### config.mk
export PLATFORM = sky130hd
export DESIGN_NAME = pair_dependency_resolver
export DESIGN_NICKNAME = d
export VERILOG_FILES = /design/src/rtl/dep_pkg.sv /design/src/rtl/pair_dependency_resolver.sv
export SDC_FILE = /design/constraint.sdc
export NUM_CORES = 1
export LEC_CHECK = 0
export ABC_AREA = 1
export BUFFER_PORTS_ARGS = -buffer_cell sky130_fd_sc_hd__buf_4
export CAP_MARGIN = 10
export CORE_MARGIN = 2
export CORE_UTILIZATION = 48
export DETAILED_ROUTE_END_ITERATION = 8
export GPL_TIMING_DRIVEN = 0
export PLACE_DENSITY = 0.69
export SYNTH_ARGS = -nofsm -noshare
export SYNTH_HDL_FRONTEND = slang
export SYNTH_SLANG_ARGS = --single-unit
### constraint.sdc
create_clock -name core_clk_i -period 6.5 [get_ports core_clk_i]
set_clock_uncertainty 0.15 [all_clocks]
set_input_delay 1.3 -clock core_clk_i [delete_from_list [all_inputs] [get_ports core_clk_i]]
set_output_delay 1.3 -clock core_clk_i [all_outputs]
set_load 0.05 [all_outputs]
### src/rtl/dep_pkg.sv
// constants, types and carriers for the paired-issue dependency resolver
// assumes one core clock shared by decode, register file and cache unit
package dep_pkg;
	localparam int LREG_W   = 3;
	localparam int NUM_LREG = 8;
	localparam int PREG_W   = 5;
	localparam int NUM_PREG = 32;
	localparam int ADDR_W   = 32;
	// first eight physical registers hold the architectural state at reset
	localparam logic [NUM_PREG-1:0] FREE_AT_RESET = 32'hFFFF_FF00;

	typedef enum logic [1:0] {
		SZ_8  = 2'b00,
		SZ_16 = 2'b01,
		SZ_32 = 2'b10
	} opsize_t;

	typedef enum logic [2:0] {
		FWD_NONE    = 3'b000,
		FWD_OPERAND = 3'b001,
		FWD_RESULT  = 3'b010,
		FWD_BYPASS  = 3'b011,
		FWD_STALL   = 3'b100
	} fwd_t;

	typedef enum logic {
		ST_RUN  = 1'b0,
		ST_HOLD = 1'b1
	} state_t;

	typedef struct packed {
		logic              is_move;
		logic              wr_reg;
		logic [LREG_W-1:0] dst_lreg;
		logic              wr_mem;
		logic              rd_reg;
		logic [LREG_W-1:0] src_lreg;
		logic              rd_mem;
		logic [ADDR_W-1:0] mem_addr;
		logic              cacheable;
		opsize_t           src_size;
		opsize_t           dst_size;
	} instr_t;

	typedef struct packed {
		logic   valid;
		instr_t older;
		instr_t younger;
	} pair_t;

	typedef struct packed {
		logic              x_valid;
		logic              y_valid;
		logic [PREG_W-1:0] x_dst;
		logic [PREG_W-1:0] y_dst;
		logic [PREG_W-1:0] x_src;
		logic [PREG_W-1:0] y_src;
		logic [PREG_W-1:0] x_prev;
		logic [PREG_W-1:0] y_prev;
		fwd_t              fwd;
		logic              y_mem_from_result;
		logic              y_skip_mem_read;
	} issue_t;

	typedef struct packed {
		logic              valid;
		logic [PREG_W-1:0] preg;
	} release_t;
endpackage

### src/rtl/pair_dependency_resolver.sv
// rename, forwarding and bypass decisions for an older/younger issue pair
// assumes decode holds pair_i until pair_ready_o, commit reports freed mappings
// Notes on behaviour
// RQ1 - same-register double write: rename both, no stall
// RQ2 - map ends at the younger writer's register
// RQ3 - raw hazards need forwarding, not renaming alone
// RQ4 - operand forwarding: one read feeds both
// RQ5 - operand forwarding only after move-type older
// RQ6 - operand forwarding for register and memory sources
// RQ7 - operand forwarding needs matching operand sizes
// RQ8 - result forwarding: one compute, both destinations
// RQ9 - result forwarding only for younger move
// RQ10 - memory destination takes result directly
// RQ11 - bypass older memory write to younger read
// RQ12 - bypass only for cacheable locations
// RQ13 - fresh physical register from pool per write
// RQ14 - in-order issue, writes kept in program order
// RQ15 - unresolvable raw hazard stalls the younger
// RQ16 - free register only after commit and unreferenced
`timescale 1ns/1ps
`default_nettype none
module pair_dependency_resolver
	import dep_pkg::*;
(
	input  wire logic                      core_clk_i,
	input  wire logic                      reset_n_i,
	input  wire dep_pkg::pair_t            pair_i,
	output logic                           pair_ready_o,
	input  wire logic                      older_result_i,
	input  wire dep_pkg::release_t         release_i,
	input  wire logic [dep_pkg::NUM_PREG-1:0] inflight_ref_i,
	output dep_pkg::issue_t                issue_o
);
	import dep_pkg::*;

	function automatic logic [PREG_W:0] first_free(input logic [NUM_PREG-1:0] m);
		first_free = '0;
		for (int i = NUM_PREG - 1; i >= 0; i--) begin
			if (m[i]) begin
				first_free = {1'b1, PREG_W'(i)};
			end
		end
	endfunction

	logic [PREG_W-1:0] map_ff [NUM_LREG];
	logic [PREG_W-1:0] nxt_map [NUM_LREG];
	logic [NUM_PREG-1:0] free_ff;
	logic [NUM_PREG-1:0] pending_ff;
	state_t            state_ff;
	logic              ready_ff;
	issue_t            issue_ff;
	issue_t            held_ff;
	issue_t            nxt_issue;
	state_t            nxt_state;

	instr_t o_in;
	instr_t y_in;
	assign o_in = pair_i.older;
	assign y_in = pair_i.younger;

	wire accept = pair_i.valid && ready_ff;

	// two fresh registers per pair, picked from the pool
	wire [PREG_W:0] alloc_a = first_free(free_ff); // RQ13
	wire [PREG_W:0] alloc_b = first_free(free_ff & ~(NUM_PREG'(1) << alloc_a[PREG_W-1:0]));
	wire [PREG_W-1:0] x_new = alloc_a[PREG_W-1:0];
	wire [PREG_W-1:0] y_new = alloc_b[PREG_W-1:0];

	// hazard decode
	wire same_dst = o_in.wr_reg && y_in.wr_reg && (o_in.dst_lreg == y_in.dst_lreg);
	wire raw_reg  = o_in.wr_reg && y_in.rd_reg && (o_in.dst_lreg == y_in.src_lreg);
	wire raw_mem  = o_in.wr_mem && y_in.rd_mem && (o_in.mem_addr == y_in.mem_addr);
	wire raw_any  = raw_reg || raw_mem; // RQ3
	wire size_eq  = (o_in.dst_size == y_in.src_size); // RQ7
	wire can_opnd = o_in.is_move && size_eq && raw_any; // RQ5 RQ6
	wire can_res  = !o_in.is_move && y_in.is_move && raw_reg; // RQ9
	wire can_byp  = raw_mem && o_in.cacheable && !can_opnd; // RQ11 RQ12
	wire fwd_t    pick = can_opnd ? FWD_OPERAND :
	                     can_res  ? FWD_RESULT  :
	                     can_byp  ? FWD_BYPASS  :
	                     raw_any  ? FWD_STALL   : FWD_NONE; // RQ15

	// younger reads through the older's fresh register when they collide
	wire [PREG_W-1:0] y_src_map  = raw_reg ? x_new : map_ff[y_in.src_lreg];
	wire [PREG_W-1:0] y_prev_map = same_dst ? x_new : map_ff[y_in.dst_lreg];

	// pool bookkeeping; reclaim waits on in-flight readers
	wire [NUM_PREG-1:0] alloc_bits =
		(accept && o_in.wr_reg ? (NUM_PREG'(1) << x_new) : '0) |
		(accept && y_in.wr_reg ? (NUM_PREG'(1) << y_new) : '0);
	wire [NUM_PREG-1:0] rel_bits = release_i.valid ? (NUM_PREG'(1) << release_i.preg) : '0;
	wire [NUM_PREG-1:0] reclaim  = pending_ff & ~inflight_ref_i; // RQ16
	wire [NUM_PREG-1:0] nxt_free = (free_ff & ~alloc_bits) | reclaim;
	wire [NUM_PREG-1:0] nxt_pend = (pending_ff & ~reclaim) | rel_bits;
	wire [PREG_W:0] nf_a = first_free(nxt_free);
	wire [PREG_W:0] nf_b = first_free(nxt_free & ~(NUM_PREG'(1) << nf_a[PREG_W-1:0]));
	wire nxt_ready = (nxt_state == ST_RUN) && nf_a[PREG_W] && nf_b[PREG_W];

	always_comb begin
		for (int i = 0; i < NUM_LREG; i++) begin
			nxt_map[i] = map_ff[i];
		end
		// older first, younger second: younger wins a shared logical register
		if (accept && o_in.wr_reg) begin
			nxt_map[o_in.dst_lreg] = x_new; // RQ1
		end
		if (accept && y_in.wr_reg) begin
			nxt_map[y_in.dst_lreg] = y_new; // RQ2
		end
	end

	always_comb begin
		nxt_issue = '0;
		nxt_state = state_ff;
		if (state_ff == ST_HOLD) begin
			if (older_result_i) begin
				nxt_issue         = held_ff; // RQ15
				nxt_issue.x_valid = 1'b0;
				nxt_issue.y_valid = 1'b1;
				nxt_state         = ST_RUN;
			end
		end else if (accept) begin
			nxt_issue.x_valid = 1'b1;
			nxt_issue.y_valid = (pick != FWD_STALL); // RQ1 RQ14
			nxt_issue.x_dst   = x_new;
			nxt_issue.y_dst   = y_new;
			nxt_issue.x_src   = map_ff[o_in.src_lreg];
			nxt_issue.y_src   = y_src_map;
			nxt_issue.x_prev  = map_ff[o_in.dst_lreg];
			nxt_issue.y_prev  = y_prev_map;
			nxt_issue.fwd     = pick; // RQ4 RQ8
			nxt_issue.y_mem_from_result = (pick == FWD_RESULT) && y_in.wr_mem; // RQ10
			nxt_issue.y_skip_mem_read   = (pick == FWD_BYPASS) ||
			                              ((pick == FWD_OPERAND) && raw_mem); // RQ11
			if (pick == FWD_STALL) begin
				nxt_state = ST_HOLD;
			end
		end
	end

	always_ff @(posedge core_clk_i) begin
		if (!reset_n_i) begin
			for (int i = 0; i < NUM_LREG; i++) begin
				map_ff[i] <= PREG_W'(i);
			end
			free_ff    <= FREE_AT_RESET;
			pending_ff <= '0;
			state_ff   <= ST_RUN;
			ready_ff   <= 1'b0;
			issue_ff   <= '0;
			held_ff    <= '0;
		end else begin
			map_ff     <= nxt_map;
			free_ff    <= nxt_free;
			pending_ff <= nxt_pend;
			state_ff   <= nxt_state;
			ready_ff   <= nxt_ready;
			issue_ff   <= nxt_issue;
			if (accept && pick == FWD_STALL) begin
				held_ff <= nxt_issue;
			end
		end
	end

	assign pair_ready_o = ready_ff;
	assign issue_o      = issue_ff;
endmodule
`default_nettype wire

=== Word-level counts from Yosys, hierarchy flattened ===
Cells that the tools add are included.

* Register bits after elaboration: 178
* Bits in latches: 0
* Bits in writable memories: 0
* Bits in read-only memories: 0
* Word-level logic and storage cells: 259
* Memories kept: 0

* Add/sub/neg operators: 0
* Multipliers: 0
* Divide/modulo/power cells: 0
* Magnitude comparators: 6
* Equal/unequal tests: 9
* Shift operators: 4
* Multiplexer cells: 164
* Bitwise gates (word level): 18
* Reduce and logical (&&, ||, !) cells: 26

{| class="wikitable"
|+ Operators with widths
! kind !! count
|-
| 6-bit 2-to-1 mux || 64
|-
| 5-bit 2-to-1 mux || 76
|-
| 32-bit AND || 5
|-
| 32-bit inverter || 5
|-
| 1-bit by 5-bit << shifter with 32-bit output, first input constant || 4
|-
| 32-bit 2-to-1 mux || 3
|-
| 32-bit OR || 3
|-
| 40-bit bitwise mux || 2
|-
| 40-bit 2-to-1 mux || 2
|-
| 37-bit 2-to-1 mux || 2
|-
| 5-bit binary-select mux with 3-bit select || 4
|-
| 36-bit 2-to-1 mux || 1
|-
| 32-bit == test || 1
|-
| 5-bit demux with 3-bit select || 2
|-
| 1-bit logical AND || 22
|-
| 4-bit >= comparator, second input constant || 4
|-
| 3-bit inverter with 4-bit output || 4
|-
| 3-bit 2-to-1 mux || 4
|-
| 4-bit by 1-bit < comparator with 1-bit output, second input constant || 2
|-
| 3-bit by 2-bit == test with 1-bit output, second input constant || 2
|-
| 3-bit == test || 2
|-
| 1-bit 2-to-1 mux || 4
|-
| 3-bit by 1-bit == test with 1-bit output, second input constant || 1
|-
| 3-bit == test, second input constant || 1
|-
| other kinds (5) || 7
|}

=== Longest topological paths before layout ===
* Word-level depth: 141
* Mapped depth: 110
* Gate-level depth less buffers: 110

=== Least setup slack after synthesis ===
Ideal clock, no wire load.

* Path kind: register to register
* Start: register free_ff[30]
* End: register ready_ff (netlist: pair_ready_o)
* Arrival time: 6062 ps
* Path slack: 176 ps
* Stages on the path, launching flop included: 105
* Path buffers: 1
* Cells stage by stage: dfxtp_1 > inv_1 > nand2_1 > nand2_1 > nand2_1 > nand2_1 > nand2_1 > nand2_1 > nand2_1 > nand2_1 > nand2_1 > nand2_1 > nand2_1 > nand2_1 > nand2_1 > nand2_1 > nand2_1 > nand2_1 > (+69 left out) > nand2_1 > nand2_1 > nand2_1 > nand2_1 > nand2_1 > nand2_1 > nand2_1 > nand2_2 > nand2_4 > nand2_4 > nand2_2 > nand4_1 > o21ai_0 > nand2_1 > nor2_1 > nand2_1 > nor2_1 > nor2_1

* Longest elaborated chain between the ends: 140
* Elaborated cells between the ends (all ways): 142
* Classes of those cells: shift: 3; mux: 129; bitwise: 8; reduce/logical: 2

{| class="wikitable"
|+ Ends and longest elaborated chain
! element !! line !! source
|-
| start: declaration || pair_dependency_resolver.sv:47 || <nowiki>logic [NUM_PREG-1:0] free_ff;</nowiki>
|-
| start signal: assignment || pair_dependency_resolver.sv:154 || <nowiki>free_ff <= nxt_free;</nowiki>
|-
| 5-bit 2-to-1 mux (31 in series) || pair_dependency_resolver.sv:39 || <nowiki>if (m[i]) begin</nowiki>
|-
| 1-bit by 5-bit << shifter with 32-bit output || pair_dependency_resolver.sv:65, pair_dependency_resolver.sv:89 ||
|-
| 32-bit inverter || pair_dependency_resolver.sv:65 || <nowiki>wire [PREG_W:0] alloc_b = first_free(free_ff & ~(NUM_PREG'(1) << alloc_a[PREG_W-1:0]));</nowiki>
|-
| 32-bit AND || pair_dependency_resolver.sv:65 ||
|-
| 5-bit 2-to-1 mux (32 in series) || pair_dependency_resolver.sv:39 ||
|-
| 1-bit by 5-bit << shifter with 32-bit output || pair_dependency_resolver.sv:90 || <nowiki>(accept && y_in.wr_reg ? (NUM_PREG'(1) << y_new) : '0);</nowiki>
|-
| 32-bit 2-to-1 mux || pair_dependency_resolver.sv:90 ||
|-
| 32-bit OR || pair_dependency_resolver.sv:89 || <nowiki>(accept && o_in.wr_reg ? (NUM_PREG'(1) << x_new) : '0) |</nowiki>
|-
| 32-bit inverter || pair_dependency_resolver.sv:93 || <nowiki>wire [NUM_PREG-1:0] nxt_free = (free_ff & ~alloc_bits) | reclaim;</nowiki>
|-
| 32-bit AND (*) || pair_dependency_resolver.sv:93 ||
|-
| 32-bit OR (*) || pair_dependency_resolver.sv:93 ||
|-
| 6-bit 2-to-1 mux (32 in series) || pair_dependency_resolver.sv:39 ||
|-
| 1-bit by 5-bit << shifter with 32-bit output || pair_dependency_resolver.sv:96 || <nowiki>wire [PREG_W:0] nf_b = first_free(nxt_free & ~(NUM_PREG'(1) << nf_a[PREG_W-1:0]));</nowiki>
|-
| 32-bit inverter || pair_dependency_resolver.sv:96 ||
|-
| 32-bit AND || pair_dependency_resolver.sv:96 ||
|-
| 6-bit 2-to-1 mux (32 in series) || pair_dependency_resolver.sv:39 ||
|-
| 1-bit logical AND (*) || pair_dependency_resolver.sv:97 || <nowiki>wire nxt_ready = (nxt_state == ST_RUN) && nf_a[PREG_W] && nf_b[PREG_W];</nowiki>
|-
| end signal: assignment || pair_dependency_resolver.sv:157 || <nowiki>ready_ff <= nxt_ready;</nowiki>
|-
| end: declaration || pair_dependency_resolver.sv:50 || <nowiki>logic ready_ff;</nowiki>
|}

Every way passes the cells marked *; elsewhere a longest branch is shown, timed or not.
A chain may end at the register's enable or synchronous reset.

=== Final worst setup path ===
Same ends and word-level chain as after synthesis.

==> summary by stage <==
Run status
The flow ran to the end, but the final reports show violations. The final reports fail on setup timing.

Routing
The post-detailed-route wirelength per cell is 20.1 um. The via count is 13800. Dividing the detail-routed via count by the number of cells gives 5.79. The final routed wirelength across all metal layers is 47900 um. The count of nets left with antenna violations once routing finished came out at 0. The number of optimization iterations in the first detailed-route pass is 6.

The DRC violations left is 0. For this block, the initial DRC count from the detailed router was 1386.

Critical path
The standard cell with the maximum stage delay on the critical path is sky130_fd_sc_hd__nor4_2. The largest driver fanout on the critical path is 10. The critical path starts at free_ff[30]. The launch instance of the worst register-to-register path is free_ff[30]. In this run the register-to-register setup slack is -1.21 ns. The worst setup path is launched from a flip-flop. The endpoint required time on the critical path is 6.69 ns.

The critical path's largest stage delay is 0.38 ns. For the worst setup path, the data arrival time is 7.90 ns. The endpoint identified for the worst register-to-register timing path is pair_ready_o. The most repeated library cell on the critical path is sky130_fd_sc_hd__nand2_1. By startpoint and endpoint, the worst setup path is classified as reg -> reg. The depth of the most critical reg-to-reg path is 66.

The kind of end point of the critical path is a flip-flop.

Clock tree
The number of sinks on the clock net is 178. The insertion delay to the later sink of the worst-skew pair is 0.45 ns. Clock tree synthesis inserted a total of 17 buffers.

The maximum root-to-sink buffer count is 2. The TritonCTS clock tree is yes. After clock tree synthesis, the clock-pin slew on the worst setup and hold paths is 0.08 ns. After clock tree synthesis, the flow added hold-fix buffers numbering 0. The cell sitting at the root of the clock tree is a sky130_fd_sc_hd__clkbuf_16.

CTS built an H-tree with a depth of 4.

Synth
By area the synthesized netlist is led by sky130_fd_sc_hd__dfxtp_1 31%, sky130_fd_sc_hd__nand2_1 13%, sky130_fd_sc_hd__inv_1 9.2%, sky130_fd_sc_hd__a21oi_1 8.9%, sky130_fd_sc_hd__o21ai_0 7.4%. The fraction of registers with async set or reset after synthesis is 0. The largest area contributor in the synthesized netlist is sky130_fd_sc_hd__dfxtp_1. The mean instance size in the synthesized netlist is 6.16 um2. For this run, the leading register cell type out of synthesis is sky130_fd_sc_hd__dfxtp_1.

The total standard cell area after synthesis is 0.0114 mm2. The cell count after synthesis came out at 1845. The share of synthesized area in the top cell type comes to 0.314.

The number of synthesized register bits is 178. Synthesis produced a netlist with a net count of 1983. The post-synthesis cell type count is 56. For this run, the register share of the synthesized area comes to 0.314.

The number of synthesized flops with an enable pin is 0. The number of warnings reported in the yosys synthesis log is 0. By instance count, the leading cell after synthesis is sky130_fd_sc_hd__nand2_1. In the synthesized netlist, the cells that appear most often are 393 x sky130_fd_sc_hd__nand2_1, 277 x sky130_fd_sc_hd__inv_1, 203 x sky130_fd_sc_hd__a21oi_1.

Global route
Across every metal layer, demand over resource in global routing totals 0.382. The via count of the first global-routing pass is 12900. The final global-route overflow total is 0. The first-pass GRT wire length is 71500 um. Entering global routing, the biggest net connects 21 pins. The number of antenna violations at the first check in global routing is 0.

Power
The static power due to leakage is 5.98 nW. The design draws 0.00271 W. In this run the power density over the cells is 192 mW/mm2. The largest voltage drop on the vdd net is 0.177 mV.

STA
Setup repair after global routing could not meet its margin everywhere. The final number of max-transition violations was 0. The setup total negative slack is -1.21 ns. Measured against its own limit, the worst slew margin works out to 0.389. Hold is met by 0.310 ns.

The hold violation total from the final report is 0. The time the worst path needs with I/O delays and setup is 7.71 ns. For the pin with the worst max-slew slack, the measured transition is 0.917 ns. The number of failing setup endpoints in the final timing report is 1. The fraction of the cycle the final worst path needs is 1.19. The final critical-path setup slack is -1.21 ns.

The fmax is 0.130 GHz.

Floorplan
The height of the chip is 158 um. The floorplan step defined a core boundary enclosing 0.0233 mm2. The floorplan has 56 rows. The number of top-level pins is 176. The starting density of the core is 0.487. The floorplan die area is 0.0249 mm2. From left edge to right edge, the die measures 158 um.

Place
Buffers placed on the I/O ports in this run total 160. Detailed placement finished with a half-perimeter wire length of 37300 um. The final weighted congestion in routability-driven placement is 1.04. Prior to clock tree synthesis, the placed netlist has a worst setup slack of -2.04 ns.

Hold path
Along the worst hold path, the cell count comes to 2. The path with the worst hold slack has its endpoint at pending_ff[27]. The type of the most critical hold path is reg -> reg. The startpoint identified for the worst hold timing path is pending_ff[27].

Cells and area
0 antenna diodes ended up in the layout. The fraction of final layout cells with drive strength greater than 1 is 0.155. The net count of the finished layout is 2194. Compared with the post-synthesis result, the final layout area differs by 24.1%. The number of fill cells is 2311.

Flow run
The total of max-cap violations is 0.
power breakdown:
part	total, W	switching (W)	leakage (nW)	internal (W)
logic	0.000526	0.000347	4.24	0.000180
registers	0.00112	0.0000122	1.44	0.00111
clock network	0.00106	0.000539	0.296	0.000523
cell usage in the layout (no fill, tap or decap), types with 12 or more instances in the layout:
master                      count
sky130_fd_sc_hd__nand3_1       92
sky130_fd_sc_hd__a221oi_1      26
sky130_fd_sc_hd__dfxtp_1      174
sky130_fd_sc_hd__inv_1        275
sky130_fd_sc_hd__clkinv_1      16
sky130_fd_sc_hd__a21oi_1      202
sky130_fd_sc_hd__nand4_1       19
sky130_fd_sc_hd__a22oi_1       15
sky130_fd_sc_hd__o21ai_1       18
sky130_fd_sc_hd__clkbuf_1      69
sky130_fd_sc_hd__nand2_2       18
sky130_fd_sc_hd__o22ai_1       15
sky130_fd_sc_hd__o21ai_0      163
sky130_fd_sc_hd__nand2_1      377
sky130_fd_sc_hd__nor2_4        12
sky130_fd_sc_hd__o211ai_1      24
sky130_fd_sc_hd__buf_4        191
sky130_fd_sc_hd__nor4_1        13
sky130_fd_sc_hd__clkbuf_16     17
sky130_fd_sc_hd__nor2_1       183
final cells by class:
class	count	area (um2)	share of cell area
Buffer	76	302	0.0214
Clock buffer	17	425	0.0302
Clock inverter	15	185	0.0131
Inverter	301	1150	0.0813
Multi-Input combinational cell	1290	6620	0.469
Sequential cell	178	3570	0.253
Tap cell	319	399	0.0283
Timing Repair Buffer	192	1450	0.103
cell families (layout without fill, tap and decap cells):
| group | count (synthesis) | after routing | synth area share |
|---|---|---|---|
| and+or+nand+nor | 759 | 759 | 0.285 |
| xor gates and xnor gates | 14 | 14 | 0.0108 |
| AOI/OAI and AO/OA | 517 | 517 | 0.264 |
| buffers and inverters | 377 | 601 | 0.126 |
| DFF | 178 | 178 | 0.314 |
how the worst max path moves through the flow:
stage,end,slack (ns),cells past startpoint
final,pair_ready_o,-1.21,66
after detailed placement,pair_ready_o,-2.04,64
after CTS,pair_ready_o,-1.09,104
after global placement,pair_ready_o,-2.01,64
after global routing,pair_ready_o,-2.18,105
after floorplan,pair_ready_o,0.18,104
worst max-delay path, delay by kind of cell, from the launching register on:
family                 cells  cell delay (ns)
buffers and inverters      7             1.20
AOI/OAI and AO/OA          6             1.15
and+or+nand+nor           53             4.71
DFF                        1             0.36
metrics by stage:
stage,util,instance area [um2],cells
floorplan,-,11400,1845
global placement,0.556,13000,2324
detailed placement,0.556,13000,2325
CTS,0.599,14000,2378
global route,0.604,14100,2388
finish,0.604,14100,2388
timing repair:
action                                 4_1_cts  5_1_grt
gates resized for setup                     59       22
endpoints found under the hold margin        0        0
buffers inserted                            21       10
pin swaps                                   18       12
setup endpoints to repair                    1        1
flip-flops by register name (all words and copies together), names as in the netlist:
signal / flops
map_ff: 40
free_ff: 32
pending_ff: 32
issue_o: 37
held_ff: 35
pair_ready_o: 1
state_ff: 1
routing by layer:
metal	vias up	track usage	wire, um
li1	6523	-	-
met1	6299	0.435	17700
met2	788	0.648	22400
met3	228	0.0600	3690
met4	0	0.283	4060
met5	-	0	0
No activity file was read; power rests on OpenSTA's default activity.
